File: src/shared/jpm_consts.vh
// Constants for the CAN parameter-map port: register offsets, field
// positions, reset values, frame tags and the broadcast period.
// Assumes a 29-bit extended identifier and an 8-byte payload vector
// with payload byte 0 in bits 7:0.
`ifndef JPM_CONSTS_VH
`define JPM_CONSTS_VH

// Clock rate and broadcast period
`define JPM_CLK_KHZ 100000
`define JPM_PERIOD_MS 1000

// Register byte offsets on the bus
`define JPM_REG_CTRL 5'h00
`define JPM_REG_MINSPD 5'h04
`define JPM_REG_MAXSPD 5'h08
`define JPM_REG_STATUS 5'h0C

// Control register fields and register reset values
`define JPM_CTRL_EN 0
`define JPM_CTRL_SA_LO 8
`define JPM_CTRL_SA_HI 15
`define JPM_CTRL_RST 32'h0000_0000
`define JPM_MINSPD_RST 16'h0000
`define JPM_MAXSPD_RST 16'h0000

// Identification bytes at the head of every payload
`define JPM_TX_TAG0 8'hA3
`define JPM_TX_TAG1 8'hAD
`define JPM_RX_TAG0 8'hA5
`define JPM_RX_TAG1 8'hAD

// Identifier fields of received frames
`define JPM_PRIO 5'h18
`define JPM_HOST_SA 8'h70

// Group numbers of the map
`define JPM_PGN_SPEED 16'hFF90
`define JPM_PGN_MINSPD 16'hFF91
`define JPM_PGN_MAXSPD 16'hFF92
`define JPM_PGN_ANALOG 16'hFF93
`define JPM_PGN_HOURS 16'hFF94
`define JPM_PGN_STATE 16'hFF95
`define JPM_PGN_SAVE 16'hFFBB

// Payload field positions and frames per burst
`define JPM_SAVE_BIT 16
`define JPM_NFRAMES 3'd7
`define JPM_FILL 8'hFF

`endif

File: src/hdl/jpm_tick.v
// One-pulse-per-period tick generator for the map broadcast.
// Assumes one clock; the count restarts whenever en_i is low.
`timescale 1ns/1ps
`default_nettype none

module jpm_tick #(
  parameter [31:0] CYCLES = 32'd100000000
) (
  // Clock and reset
  input wire clk_i,
  input wire rst_i,
  // Control and tick
  input wire en_i,
  output reg tick_o
);

  localparam [31:0] LAST = CYCLES - 32'd1;

  reg [31:0] cnt_reg;

  // Counts whole periods while enabled, one-cycle tick at the end
  always @(posedge clk_i) begin
    if (rst_i) begin
      cnt_reg <= 32'h0000_0000;
      tick_o <= 1'b0;
    end else if (!en_i) begin
      cnt_reg <= 32'h0000_0000;
      tick_o <= 1'b0;
    end else if (cnt_reg >= LAST) begin
      cnt_reg <= 32'h0000_0000;
      tick_o <= 1'b1;
    end else begin
      cnt_reg <= cnt_reg + 32'h0000_0001;
      tick_o <= 1'b0;
    end
  end

endmodule // jpm_tick

`default_nettype wire

File: src/hdl/jpm_map_port.v
// CAN parameter-map port: broadcasts the controller's values as
// proprietary frames and accepts setpoint and save writes from a node.
// Assumes a CAN frame engine on the same clock that takes tx frames by
// valid/ready and presents received extended frames for one cycle.
//
// Operation
// - Every transmitted map frame starts its payload with A3 then AD.
// - A write of one to bit 16 of group FFBB saves values for good.
// - Another save needs that bit written back to zero first.
// - Every field is a raw integer, scale one, no offset.
// - While enabled the map frames go out once every second.
// - Map traffic is sent and accepted only while the map is enabled.
// - The map uses proprietary groups FF90 to FF95 and FFBB.
// - FF91 carries the writable minimum speed in bits 16 to 31.
// - FF92 carries the writable maximum speed in bits 16 to 31.
// - FF93 reports system voltage in tenths of a volt, bits 16-31.
// - FF93 reports oil pressure in kPa in bits 32 to 47.
// - FF95 reports the controller state code in bits 16 to 23.
//
// Added by the designer: register access over Wishbone and the register offsets.
`include "jpm_consts.vh"
`timescale 1ns/1ps
`default_nettype none

module jpm_map_port #(
  parameter [31:0] TICK_CYCLES = `JPM_PERIOD_MS * `JPM_CLK_KHZ
) (
  // Clock and reset
  input wire clk_i,
  input wire rst_i,
  // Wishbone slave
  input wire wb_cyc_i,
  input wire wb_stb_i,
  input wire wb_we_i,
  input wire [4:0] wb_adr_i,
  input wire [3:0] wb_sel_i,
  input wire [31:0] wb_dat_i,
  output reg [31:0] wb_dat_o,
  output reg wb_ack_o,
  // Live controller values
  input wire [15:0] eng_speed_i,
  input wire [15:0] tgt_speed_i,
  input wire [15:0] sys_volt_i,
  input wire [15:0] oil_press_i,
  input wire [15:0] eng_temp_i,
  input wire [31:0] eng_hours_i,
  input wire [15:0] fuel_level_i,
  input wire [7:0] ctl_state_i,
  input wire [15:0] state_timer_i,
  // Setpoints and save request to the controller
  output wire [15:0] min_speed_o,
  output wire [15:0] max_speed_o,
  output wire map_en_o,
  output reg save_o,
  // Transmit frame
  output reg tx_valid_o,
  input wire tx_ready_i,
  output reg [28:0] tx_id_o,
  output reg [63:0] tx_data_o,
  // Receive frame
  input wire rx_valid_i,
  input wire [28:0] rx_id_i,
  input wire [63:0] rx_data_i
);

  // Sequencer states
  localparam [1:0] ST_IDLE = 2'd0;
  localparam [1:0] ST_LOAD = 2'd1;
  localparam [1:0] ST_SEND = 2'd2;

  // Merges write data into a register under the byte enables
  function [31:0] merge;
    input [31:0] old;
    input [31:0] wdat;
    input [3:0] sel;
    integer k;
    begin
      merge = old;
      for (k = 0; k < 4; k = k + 1) begin
        if (sel[k]) begin
          merge[k*8 +: 8] = wdat[k*8 +: 8];
        end
      end
    end
  endfunction

  // Matches a qualified access against one register offset
  function hit;
    input req;
    input [4:0] adr;
    input [4:0] want;
    begin
      hit = req && (adr == want);
    end
  endfunction

  // Register file
  reg [31:0] ctrl_reg;
  reg [15:0] min_spd_reg;
  reg [15:0] max_spd_reg;
  reg save_armed_reg;
  reg [7:0] rx_cnt_reg;
  reg [7:0] save_cnt_reg;
  reg [7:0] burst_cnt_reg;

  // Sequencer
  reg [1:0] state_reg;
  reg [2:0] idx_reg;
  reg pend_reg;

  // Bus decode
  wire wb_req;
  wire wb_wr;
  wire [31:0] min_wr;
  wire [31:0] max_wr;
  wire map_en;
  wire [7:0] own_sa;

  // Receive decode
  wire rx_hit;
  wire [15:0] rx_pgn;
  wire rx_save_bit;
  wire rx_min;
  wire rx_max;
  wire rx_save;

  // Transmit frame contents
  reg [15:0] fr_pgn;
  reg [47:0] fr_body;
  wire tick;

  assign wb_req = wb_cyc_i & wb_stb_i & ~wb_ack_o;
  assign wb_wr = wb_req & wb_we_i;
  assign min_wr = merge({16'h0000, min_spd_reg}, wb_dat_i, wb_sel_i);
  assign max_wr = merge({16'h0000, max_spd_reg}, wb_dat_i, wb_sel_i);
  assign map_en = ctrl_reg[`JPM_CTRL_EN];
  assign own_sa = ctrl_reg[`JPM_CTRL_SA_HI:`JPM_CTRL_SA_LO];
  assign map_en_o = map_en;
  assign min_speed_o = min_spd_reg;
  assign max_speed_o = max_spd_reg;

  // Period timer, runs only while the map is enabled
  jpm_tick #(
    .CYCLES(TICK_CYCLES)
  ) u_tick (
    .clk_i(clk_i),
    .rst_i(rst_i),
    .en_i(map_en),
    .tick_o(tick)
  );

  // Accepts a received frame only when all identifier checks pass
  assign rx_pgn = rx_id_i[23:8];
  assign rx_save_bit = rx_data_i[`JPM_SAVE_BIT];
  assign rx_hit = rx_valid_i & map_en
    & (rx_id_i[28:24] == `JPM_PRIO)
    & (rx_id_i[7:0] == `JPM_HOST_SA)
    & (rx_data_i[7:0] == `JPM_RX_TAG0)
    & (rx_data_i[15:8] == `JPM_RX_TAG1);

  // Accepted frames sorted by the group they address
  assign rx_min = rx_hit & (rx_pgn == `JPM_PGN_MINSPD);
  assign rx_max = rx_hit & (rx_pgn == `JPM_PGN_MAXSPD);
  assign rx_save = rx_hit & (rx_pgn == `JPM_PGN_SAVE);

  // Bus acknowledge one cycle after the request, dropped the next cycle
  always @(posedge clk_i) begin
    if (rst_i) begin
      wb_ack_o <= 1'b0;
    end else begin
      wb_ack_o <= wb_req;
    end
  end

  // Read data, captured with the acknowledge; unmapped reads return zero
  always @(posedge clk_i) begin
    if (rst_i) begin
      wb_dat_o <= 32'h0000_0000;
    end else if (wb_req && !wb_we_i) begin
      case (wb_adr_i)
        `JPM_REG_CTRL: wb_dat_o <= ctrl_reg;
        `JPM_REG_MINSPD: wb_dat_o <= {16'h0000, min_spd_reg};
        `JPM_REG_MAXSPD: wb_dat_o <= {16'h0000, max_spd_reg};
        `JPM_REG_STATUS: begin
          wb_dat_o <= {burst_cnt_reg, save_cnt_reg, rx_cnt_reg,
                       5'h00, pend_reg, (state_reg != ST_IDLE),
                       save_armed_reg};
        end
        default: wb_dat_o <= 32'h0000_0000;
      endcase
    end
  end

  // Control register; only enable and own address bits are kept
  always @(posedge clk_i) begin
    if (rst_i) begin
      ctrl_reg <= `JPM_CTRL_RST;
    end else if (hit(wb_wr, wb_adr_i, `JPM_REG_CTRL)) begin
      ctrl_reg <= merge(ctrl_reg, wb_dat_i, wb_sel_i) & 32'h0000_FF01;
    end
  end

  // Speed setpoints; a bus write in the same cycle beats a CAN write
  always @(posedge clk_i) begin
    if (rst_i) begin
      min_spd_reg <= `JPM_MINSPD_RST;
      max_spd_reg <= `JPM_MAXSPD_RST;
    end else begin
      if (hit(wb_wr, wb_adr_i, `JPM_REG_MINSPD)) begin
        min_spd_reg <= min_wr[15:0];
      end else if (rx_min) begin
        min_spd_reg <= rx_data_i[31:16];
      end
      if (hit(wb_wr, wb_adr_i, `JPM_REG_MAXSPD)) begin
        max_spd_reg <= max_wr[15:0];
      end else if (rx_max) begin
        max_spd_reg <= rx_data_i[31:16];
      end
    end
  end

  // Save handshake: one save per one, re-armed only by a zero
  always @(posedge clk_i) begin
    if (rst_i) begin
      save_armed_reg <= 1'b1;
      save_o <= 1'b0;
      save_cnt_reg <= 8'h00;
    end else begin
      save_o <= 1'b0;
      if (rx_save) begin
        if (!rx_save_bit) begin
          save_armed_reg <= 1'b1;
        end else if (save_armed_reg) begin
          save_armed_reg <= 1'b0;
          save_o <= 1'b1;
          save_cnt_reg <= save_cnt_reg + 8'h01;
        end
      end
    end
  end

  // Counts accepted frames; read-only groups are counted but change nothing
  always @(posedge clk_i) begin
    if (rst_i) begin
      rx_cnt_reg <= 8'h00;
    end else if (rx_hit) begin
      rx_cnt_reg <= rx_cnt_reg + 8'h01;
    end
  end

  // Payload body above the tag bytes for the frame at idx_reg
  always @* begin
    fr_pgn = `JPM_PGN_SPEED;
    fr_body = {48{1'b1}};
    case (idx_reg)
      3'd0: begin
        fr_pgn = `JPM_PGN_SPEED;
        fr_body = {{2{`JPM_FILL}}, tgt_speed_i, eng_speed_i};
      end
      3'd1: begin
        fr_pgn = `JPM_PGN_MINSPD;
        fr_body = {{4{`JPM_FILL}}, min_spd_reg};
      end
      3'd2: begin
        fr_pgn = `JPM_PGN_MAXSPD;
        fr_body = {{4{`JPM_FILL}}, max_spd_reg};
      end
      3'd3: begin
        fr_pgn = `JPM_PGN_ANALOG;
        fr_body = {eng_temp_i, oil_press_i, sys_volt_i};
      end
      3'd4: begin
        fr_pgn = `JPM_PGN_HOURS;
        fr_body = {fuel_level_i, eng_hours_i};
      end
      3'd5: begin
        fr_pgn = `JPM_PGN_STATE;
        fr_body = {{3{`JPM_FILL}}, state_timer_i, ctl_state_i};
      end
      3'd6: begin
        fr_pgn = `JPM_PGN_SAVE;
        fr_body = {{5{`JPM_FILL}}, 7'h7F, ~save_armed_reg};
      end
      default: begin
        fr_pgn = `JPM_PGN_SPEED;
        fr_body = {48{1'b1}};
      end
    endcase
  end

  // Broadcast sequencer: one burst of all map frames per period tick
  always @(posedge clk_i) begin
    if (rst_i) begin
      state_reg <= ST_IDLE;
      idx_reg <= 3'd0;
      pend_reg <= 1'b0;
      tx_valid_o <= 1'b0;
      tx_id_o <= 29'h0000_0000;
      tx_data_o <= 64'h0000_0000_0000_0000;
      burst_cnt_reg <= 8'h00;
    end else begin
      if (tick) begin
        pend_reg <= 1'b1;
      end
      case (state_reg)
        ST_IDLE: begin
          idx_reg <= 3'd0;
          if ((pend_reg || tick) && map_en) begin
            pend_reg <= 1'b0;
            state_reg <= ST_LOAD;
            burst_cnt_reg <= burst_cnt_reg + 8'h01;
          end else if (!map_en) begin
            pend_reg <= 1'b0;
          end
        end
        ST_LOAD: begin
          if (!map_en) begin
            state_reg <= ST_IDLE;
          end else begin
            tx_valid_o <= 1'b1;
            tx_id_o <= {`JPM_PRIO, fr_pgn, own_sa};
            tx_data_o <= {fr_body, `JPM_TX_TAG1, `JPM_TX_TAG0};
            state_reg <= ST_SEND;
          end
        end
        ST_SEND: begin
          // Frame stays stable until the frame engine takes it
          if (tx_ready_i) begin
            tx_valid_o <= 1'b0;
            if (idx_reg == `JPM_NFRAMES - 3'd1 || !map_en) begin
              state_reg <= ST_IDLE;
            end else begin
              idx_reg <= idx_reg + 3'd1;
              state_reg <= ST_LOAD;
            end
          end
        end
        default: begin
          state_reg <= ST_IDLE;
          tx_valid_o <= 1'b0;
        end
      endcase
    end
  end

endmodule // jpm_map_port

`default_nettype wire

File: config.mk
export PLATFORM = sky130hd
export DESIGN_NAME = jpm_map_port
export DESIGN_NICKNAME = d
export VERILOG_FILES = /design/src/hdl/jpm_tick.v /design/src/hdl/jpm_map_port.v
export VERILOG_INCLUDE_DIRS = /design/src /design/src/shared
export SDC_FILE = /design/constraint.sdc
export NUM_CORES = 1
export LEC_CHECK = 0
export ABC_CLOCK_PERIOD_IN_PS = 2400
export BUFFER_PORTS_ARGS = -buffer_cell sky130_fd_sc_hd__buf_2
export CORE_AREA = 2 2 177 179
export CTS_BUF_LIST = sky130_fd_sc_hd__clkbuf_4
export DETAILED_ROUTE_END_ITERATION = 16
export DIE_AREA = 0 0 179 181
export HOLD_SLACK_MARGIN = 0.02
export PLACE_DENSITY = 0.68
export SYNTH_ARGS = -nofsm -noshare
export SYNTH_HDL_FRONTEND = slang
export SYNTH_SLANG_ARGS = --single-unit
File: constraint.sdc
create_clock -name clk_i -period 2.4 [get_ports clk_i]
set_input_delay 0.6 -clock clk_i [delete_from_list [all_inputs] [get_ports clk_i]]
set_output_delay 0.6 -clock clk_i [all_outputs]
set_load 0.02 [all_outputs]
==> results of run 1 <==
kinds of logic (layout without fill, tap and decap cells):
logic type | count (synthesis) | count (layout) | share of synthesized area (%)
AO/OA/AOI/OAI | 255 | 255 | 20.2
XOR/XNOR | 39 | 39 | 3.45
adder cells (fa/ha/maj) | 9 | 9 | 1.14
buffers and inverters | 141 | 550 | 7.23
flip-flops | 201 | 201 | 40.7
multiplexers | 60 | 60 | 6.39
other | 1 | 28 | 0.0379
AND/OR/NAND/NOR | 397 | 397 | 20.9
worst paths after layout:
path | from | endpoint | slack (ns) | depth (start not counted)
min | rst_i | wb_dat_o[0]$_SDFFE_PP0P_ | 0.16 | 2
max reg2reg | idx_reg[1]$_SDFFE_PP0P_ | tx_data_o[62]$_SDFFE_PP0P_ | 0.22 | 7
max | idx_reg[1]$_SDFFE_PP0P_ | tx_data_o[62]$_SDFFE_PP0P_ | 0.22 | 7
min reg2reg | tx_id_o[0]$_SDFFE_PP0P_ | tx_id_o[0]$_SDFFE_PP0P_ | 0.45 | 2
per-layer routing:
layer	track usage [%]	share of wire, %	vias up
met5	0	0.22	-
met2	39.4	49	458
met4	10.1	4.3	14
met1	24.5	38	4827
li1	-	-	4873
met3	6.14	8.7	89
worst max-delay path: stages, from the launching register on:
cell	delay (ns)
dfxtp_1	0.40
inv_1	0.08
ha_1	0.20
buf_4	0.19
nor3_1	0.26
o21ai_1	0.39
a221oi_1	0.42
nor3_1	0.09
power groups by stage:
| stage | clock [mW] | combinational (mW) | sequential, mW |
|---|---|---|---|
| 2_1_floorplan | 0 | 0.169 | 3.42 |
| 3_3_place_gp | 0 | 0.414 | 3.42 |
| 3_5_place_dp | 0 | 0.423 | 3.42 |
| 4_1_cts | 3.13 | 0.424 | 3.35 |
| 5_1_grt | 3.29 | 0.464 | 3.34 |
| 6_report | 3.05 | 0.425 | 3.35 |
Yosys cell counts, types with 4 or more instances:
master     count
nand4_1       26
a21oi_1       38
nand2_1       74
nand3_1       27
o211ai_1       8
buf_1          4
and3_1        12
ha_1           9
nor2_1       129
dfxtp_1      201
o21ai_0       17
and2_1         9
buf_2         13
or3_1          6
clkbuf_1      58
inv_1         25
a2bb2oi_1      8
a21o_1         9
nor4_1        13
a22oi_1       65
mux2i_1       35
a311oi_1       7
xor2_1        16
nor3b_1        9
xnor2_1       23
nor3_1        45
nand3b_1       4
a222oi_1      19
o221a_2        8
buf_6          6
a221oi_1      40
a211oi_1      14
nor2b_1        5
buf_4         33
mux2_2        25
o31ai_2        8
and4_1         5
metrics by stage:
| stage | utilization (%) | instances | worst slack, ns | cell area (µm²) |
|---|---|---|---|---|
| floorplan | - | 1118 | 0.151 | 9950 |
| global placement | 40.2 | 1838 | 0.0555 | 12200 |
| detailed placement | 40.2 | 1838 | -0.0183 | 12200 |
| CTS | 42.4 | 1923 | 0.190 | 12900 |
| global route | 42.5 | 1932 | 0.00835 | 12900 |
| finish | 42.5 | 1935 | 0.216 | 12900 |
placed cells by master (no fill, tap or decap), types with 5 or more instances in the layout:
cell type / instances
nor3_1: 45
xor2_1: 16
clkbuf_4: 75
ha_1: 8
nor2b_1: 5
nand4_1: 26
o221a_2: 8
and2_1: 9
and4_1: 5
a22oi_1: 65
a311oi_1: 7
conb_1: 16
o21ai_0: 17
a221oi_1: 40
a2bb2oi_1: 8
a21oi_1: 38
buf_2: 391
mux2i_1: 35
xnor2_1: 23
nand2_1: 74
nor4_1: 13
nand3_1: 27
dfxtp_1: 200
o211ai_1: 8
a222oi_1: 19
clkinv_1: 5
inv_1: 25
or3_1: 6
nor2_1: 128
nor3b_1: 9
mux2_2: 25
o31ai_2: 8
a21o_1: 9
diode_2: 12
and3_1: 12
buf_4: 43
a211oi_1: 14
final cells by class:
cell class / count / area (µm²)
Antenna cell: 12 / 30.0
Timing Repair Buffer: 439 / 2370
Fill cell: 3086 / 17500
Inverter: 26 / 97.6
Clock inverter: 10 / 92.6
Sequential cell: 201 / 4030
Clock buffer: 75 / 563
Tap cell: 396 / 495
Multi-Input combinational cell: 776 / 5220
==> results.toml, run 1 <==
[outcome]
outcome = "complete, no violations"

[synthesis]
synthTopCellsByArea = "dfxtp_1 41%, a22oi_1 4.9%, nor2_1 4.9%, a221oi_1 3.5%, mux2i_1 3.5%"
synth_area_per_cell_um2 = 8.97
synth_cells = 1103
yosysSeqAreaShare_pct = 40.7
netlist_area_mm2 = 0.00990
post-synth-top-area-fraction_pct = 40.7
ys_ff_latch = 201
synth_top_area_cell = "dfxtp_1"
async_flop_share_pct = 0
yosys_warnings = 0
ys_types = 72
synthFlopType = "dfxtp_1"
synth_edf_count = 0

[pwr]
seqPwrFrac_pct = 49.1
swShare_pct = 24.0
power.internal_mw = 5.18
power.share.combinational_pct = 6.2
p_sw_mw = 1.64
p_leak_nw = 5.63
clockPowerShare_pct = 44.7
power_mw = 6.82
cellPowerDensity_mw_per_mm2 = 529
irDropWorstVdd_mv = 0.318

[sta]
worst_clock_skew_ns = 0.0412
fin_tns_setup_ns = 0
tightest_slew_ns = 1.03
fmax_mhz = 458
fin_crit_ns = 2.18
finalMaxSlewViolations = 0
fin_crit_sh_pct = 91.0
slew_headroom_pct = 31.1
setup_viol = 0
hold_ws_ns = 0.161
hold_violations = 0
grt_setup_unrepaired = "false"

[cts]
cts.repair.resized = 0
postCtsHoldBufs = 0
tritoncts = "yes"
cts-buffers-inserted = 57
cts.clk_slew.worst_paths_ns = 0.06
clkSinkCount = 201
root_buffer = "clkbuf_4"
insertion_delay_ns = 0.68
clock_path_buffers = 3
cts_setup_buffers = 0
cts_htree_levels = 2

[routing]
drc = 0
drt-pass1-iter-count = 9
routed_wl_um = 37900
vias = 10300
viasPerCell = 5.30
drtIter0Drc = 851
wire_per_inst_um = 19.6
ant_nets = 0

[worst_setup_path]
setup.worst_path.class = "reg -> reg"
cp-end-kind = "register"
start_kind = "register"
cp_max_fo = 16
cp.required_ns = 2.94
cp_data_arrival_time_ns = 2.73

[final_layout]
area.growth.synth_to_final_pct = 30.3
drive_above_1_share_pct = 38.6
fin_nets = 1803
largest_reg_flops = 49

[floorplan]
io_pins = 454
die_w_um = 179
core_mm2 = 0.0303
start_util_pct = 32.6
die_y_um = 181
fp-row-count = 64
die-area_mm2 = 0.0324

[grt]
grt_start_max_net_pins = 117
grt_pass1_vias = 9704
grtUsageTotal_pct = 22.3
grt_pass1_wl_um = 55000
gr-total-overflow = 0
antenna_found_initial = 18

[placed_design]
place_hpwl_um = 29200
portBuffers = 392
routabilityCongestion = 0.878

[job]
cap_violations = 0

[min_path]
hp-class = "in -> reg"
No activity file was read; power rests on OpenSTA's default activity.
==> run 2: changes to the inputs <==
--- a/config.mk
+++ b/config.mk
@@ -16,2 +16,3 @@
 export PLACE_DENSITY = 0.68
+export REMOVE_ABC_BUFFERS = 1
 export SYNTH_ARGS = -nofsm -noshare
--- a/constraint.sdc
+++ b/constraint.sdc
@@ -3,2 +3,2 @@
 set_output_delay 0.6 -clock clk_i [all_outputs]
-set_load 0.02 [all_outputs]
+set_load 0.1 [all_outputs]
==> run 2 against run 1 <==
Count of clock-buffer cells in the layout rose by 7; worst setup slack got worse by 0.14 ns; final area rose by 2.5%; final cell count rose by 1.1%; clock power rose by 2%; highest routed layer unchanged.
==> results.toml, run 2 (same netlist as run 1, synthesis figures left out) <==
[outcome]
outcome = "complete, no violations"

[worst_setup_path]
crit_family = "simple AND/OR/NAND/NOR gates"
path_cells = "inv_1 -> ha_1 -> and2_0 -> nor3_1 -> buf_4 -> a311oi_1"
setup.worst_path.class = "reg -> reg"
cp-end-kind = "register"
cp_data_arrival_time_ns = 2.87
worst-path-buf-inv = 2
cp_max_fo = 5
crit_slowest_cell = "nor3_1"
cp_slowest_stage_delay_ns = 0.79
cp.required_ns = 2.94
r2r_setup_slack_ns = 0.07
start_kind = "register"

[job]
cap_violations = 0

[routing]
drt-pass1-iter-count = 6
drc = 0
wire_per_inst_um = 19.6
routed_wl_um = 38300
viasPerCell = 5.36
ant_nets = 0
vias = 10500
drtIter0Drc = 699

[grt]
grt_pass1_wl_um = 56000
grt_pass1_vias = 10100
grt_start_max_net_pins = 160
gr-total-overflow = 0
grtUsageTotal_pct = 22.4
antenna_found_initial = 10

[final_layout]
layout_commonest_cell = "buf_2"
drive_above_1_share_pct = 39.6
fin_nets = 1818
largest_reg_flops = 49
final_cell_mix = "370 x buf_2, 199 x dfxtp_1, 128 x nor2_1, 103 x clkbuf_4, 74 x nand2_1"
area.growth.synth_to_final_pct = 33.6

[sta]
hold_ws_ns = 0.182
tightest_slew_ns = 0.956
slew_headroom_pct = 35.7
worst_clock_skew_ns = 0.0601
fmax_mhz = 430
fin_crit_ns = 2.33
setup_viol = 0
fin_tns_setup_ns = 0
finalMaxSlewViolations = 0
hold_violations = 0
fin_crit_sh_pct = 97.0
grt_setup_unrepaired = "false"

[cts]
cts_htree_levels = 2
cts-buffers-inserted = 56
root_buffer = "clkbuf_4"
clock_path_buffers = 3
insertion_delay_ns = 0.71
clkSinkCount = 201
cts.clk_slew.worst_paths_ns = 0.07
tritoncts = "yes"

[floorplan]
start_util_pct = 32.6
io_pins = 454
die_y_um = 181
core_mm2 = 0.0303
fp-row-count = 64
die_w_um = 179
die-area_mm2 = 0.0324

[placed_design]
portBuffers = 392
place_hpwl_um = 27900
routabilityCongestion = 0.920

[pwr]
cellPowerDensity_mw_per_mm2 = 526
p_leak_nw = 5.75
irDropWorstVdd_mv = 0.305

[min_path]
hp-class = "in -> reg"
==> run 2: cell count changes in the layout (fill, tap and decap cells not counted), sizes merged <==
cell	change
bufinv	-1
diode	-3
clkinv	+2
clkbuf	+28
clkinvlp	+1
buf	-5
==> run 2: metrics by stage <==
step	util (%)	setup slack (ns)	instance area, µm²	total power [mW]	cells
finish	43.6	0.0724	13200	6.96	1957
global placement	41.0	-0.0453	12400	3.92	1854
floorplan	-	-12.05	9330	3.60	1003
global route	43.5	0.0154	13200	7.29	1953
CTS	43.3	-0.0824	13100	7.04	1948
detailed placement	41.0	-0.0833	12400	3.93	1854
==> run 2: repair_timing <==
action                                  4_1_cts  5_1_grt
endpoints found under the setup margin       21       37
gates resized for setup                       0       25
setup buffers                                 0        0
hold buffers                                  0        0
==> run 2: layout make-up <==
cell class,count,area [µm²]
diodes,9,22.5
clock buffers,82,616
clock inverters,12,80.1
fillers,3032,17100
inverters,26,97.6
multi-input cells,776,5240
flip-flops and latches,201,4030
well taps,396,495
repair buffers,455,2640
==> run 2: layer usage <==
metal | share of wire [%] | wire length [µm] | vias to the layer above | track usage [%]
met5 | 0.044 | 17 | - | 0
met4 | 4.7 | 1780 | 2 | 10.6
met3 | 9.0 | 3450 | 102 | 5.74
met2 | 48 | 18500 | 541 | 38.9
met1 | 38 | 14600 | 4931 | 25.5
li1 | - | - | 4919 | -
==> run 2: final timing paths <==
check,start,end,cells after the start
setup / recovery,idx_reg[0]$_SDFFE_PP0P_,tx_data_o[31]$_SDFFE_PP0P_,6
hold / removal,wb_dat_i[8],ctrl_reg[8]$_SDFFE_PP0P_,3
setup reg to reg,idx_reg[0]$_SDFFE_PP0P_,tx_data_o[31]$_SDFFE_PP0P_,6
hold reg to reg,tx_id_o[3]$_SDFFE_PP0P_,tx_id_o[3]$_SDFFE_PP0P_,2
==> run 2: worst min-delay path, delay by kind of cell <==
family	cells	cell delay, ns
compound gates	1	0.05
buf+inv	1	0.11
simple gates	1	0.06
==> run 2: power by group <==
group	internal, mW	switching (mW)	leakage [nW]	total, mW
Sequential	3.34	0.00312	1.62	3.35
Combinational	0.215	0.296	3.72	0.511
Clock	1.66	1.45	0.410	3.11
Total	5.21	1.75	5.75	6.96
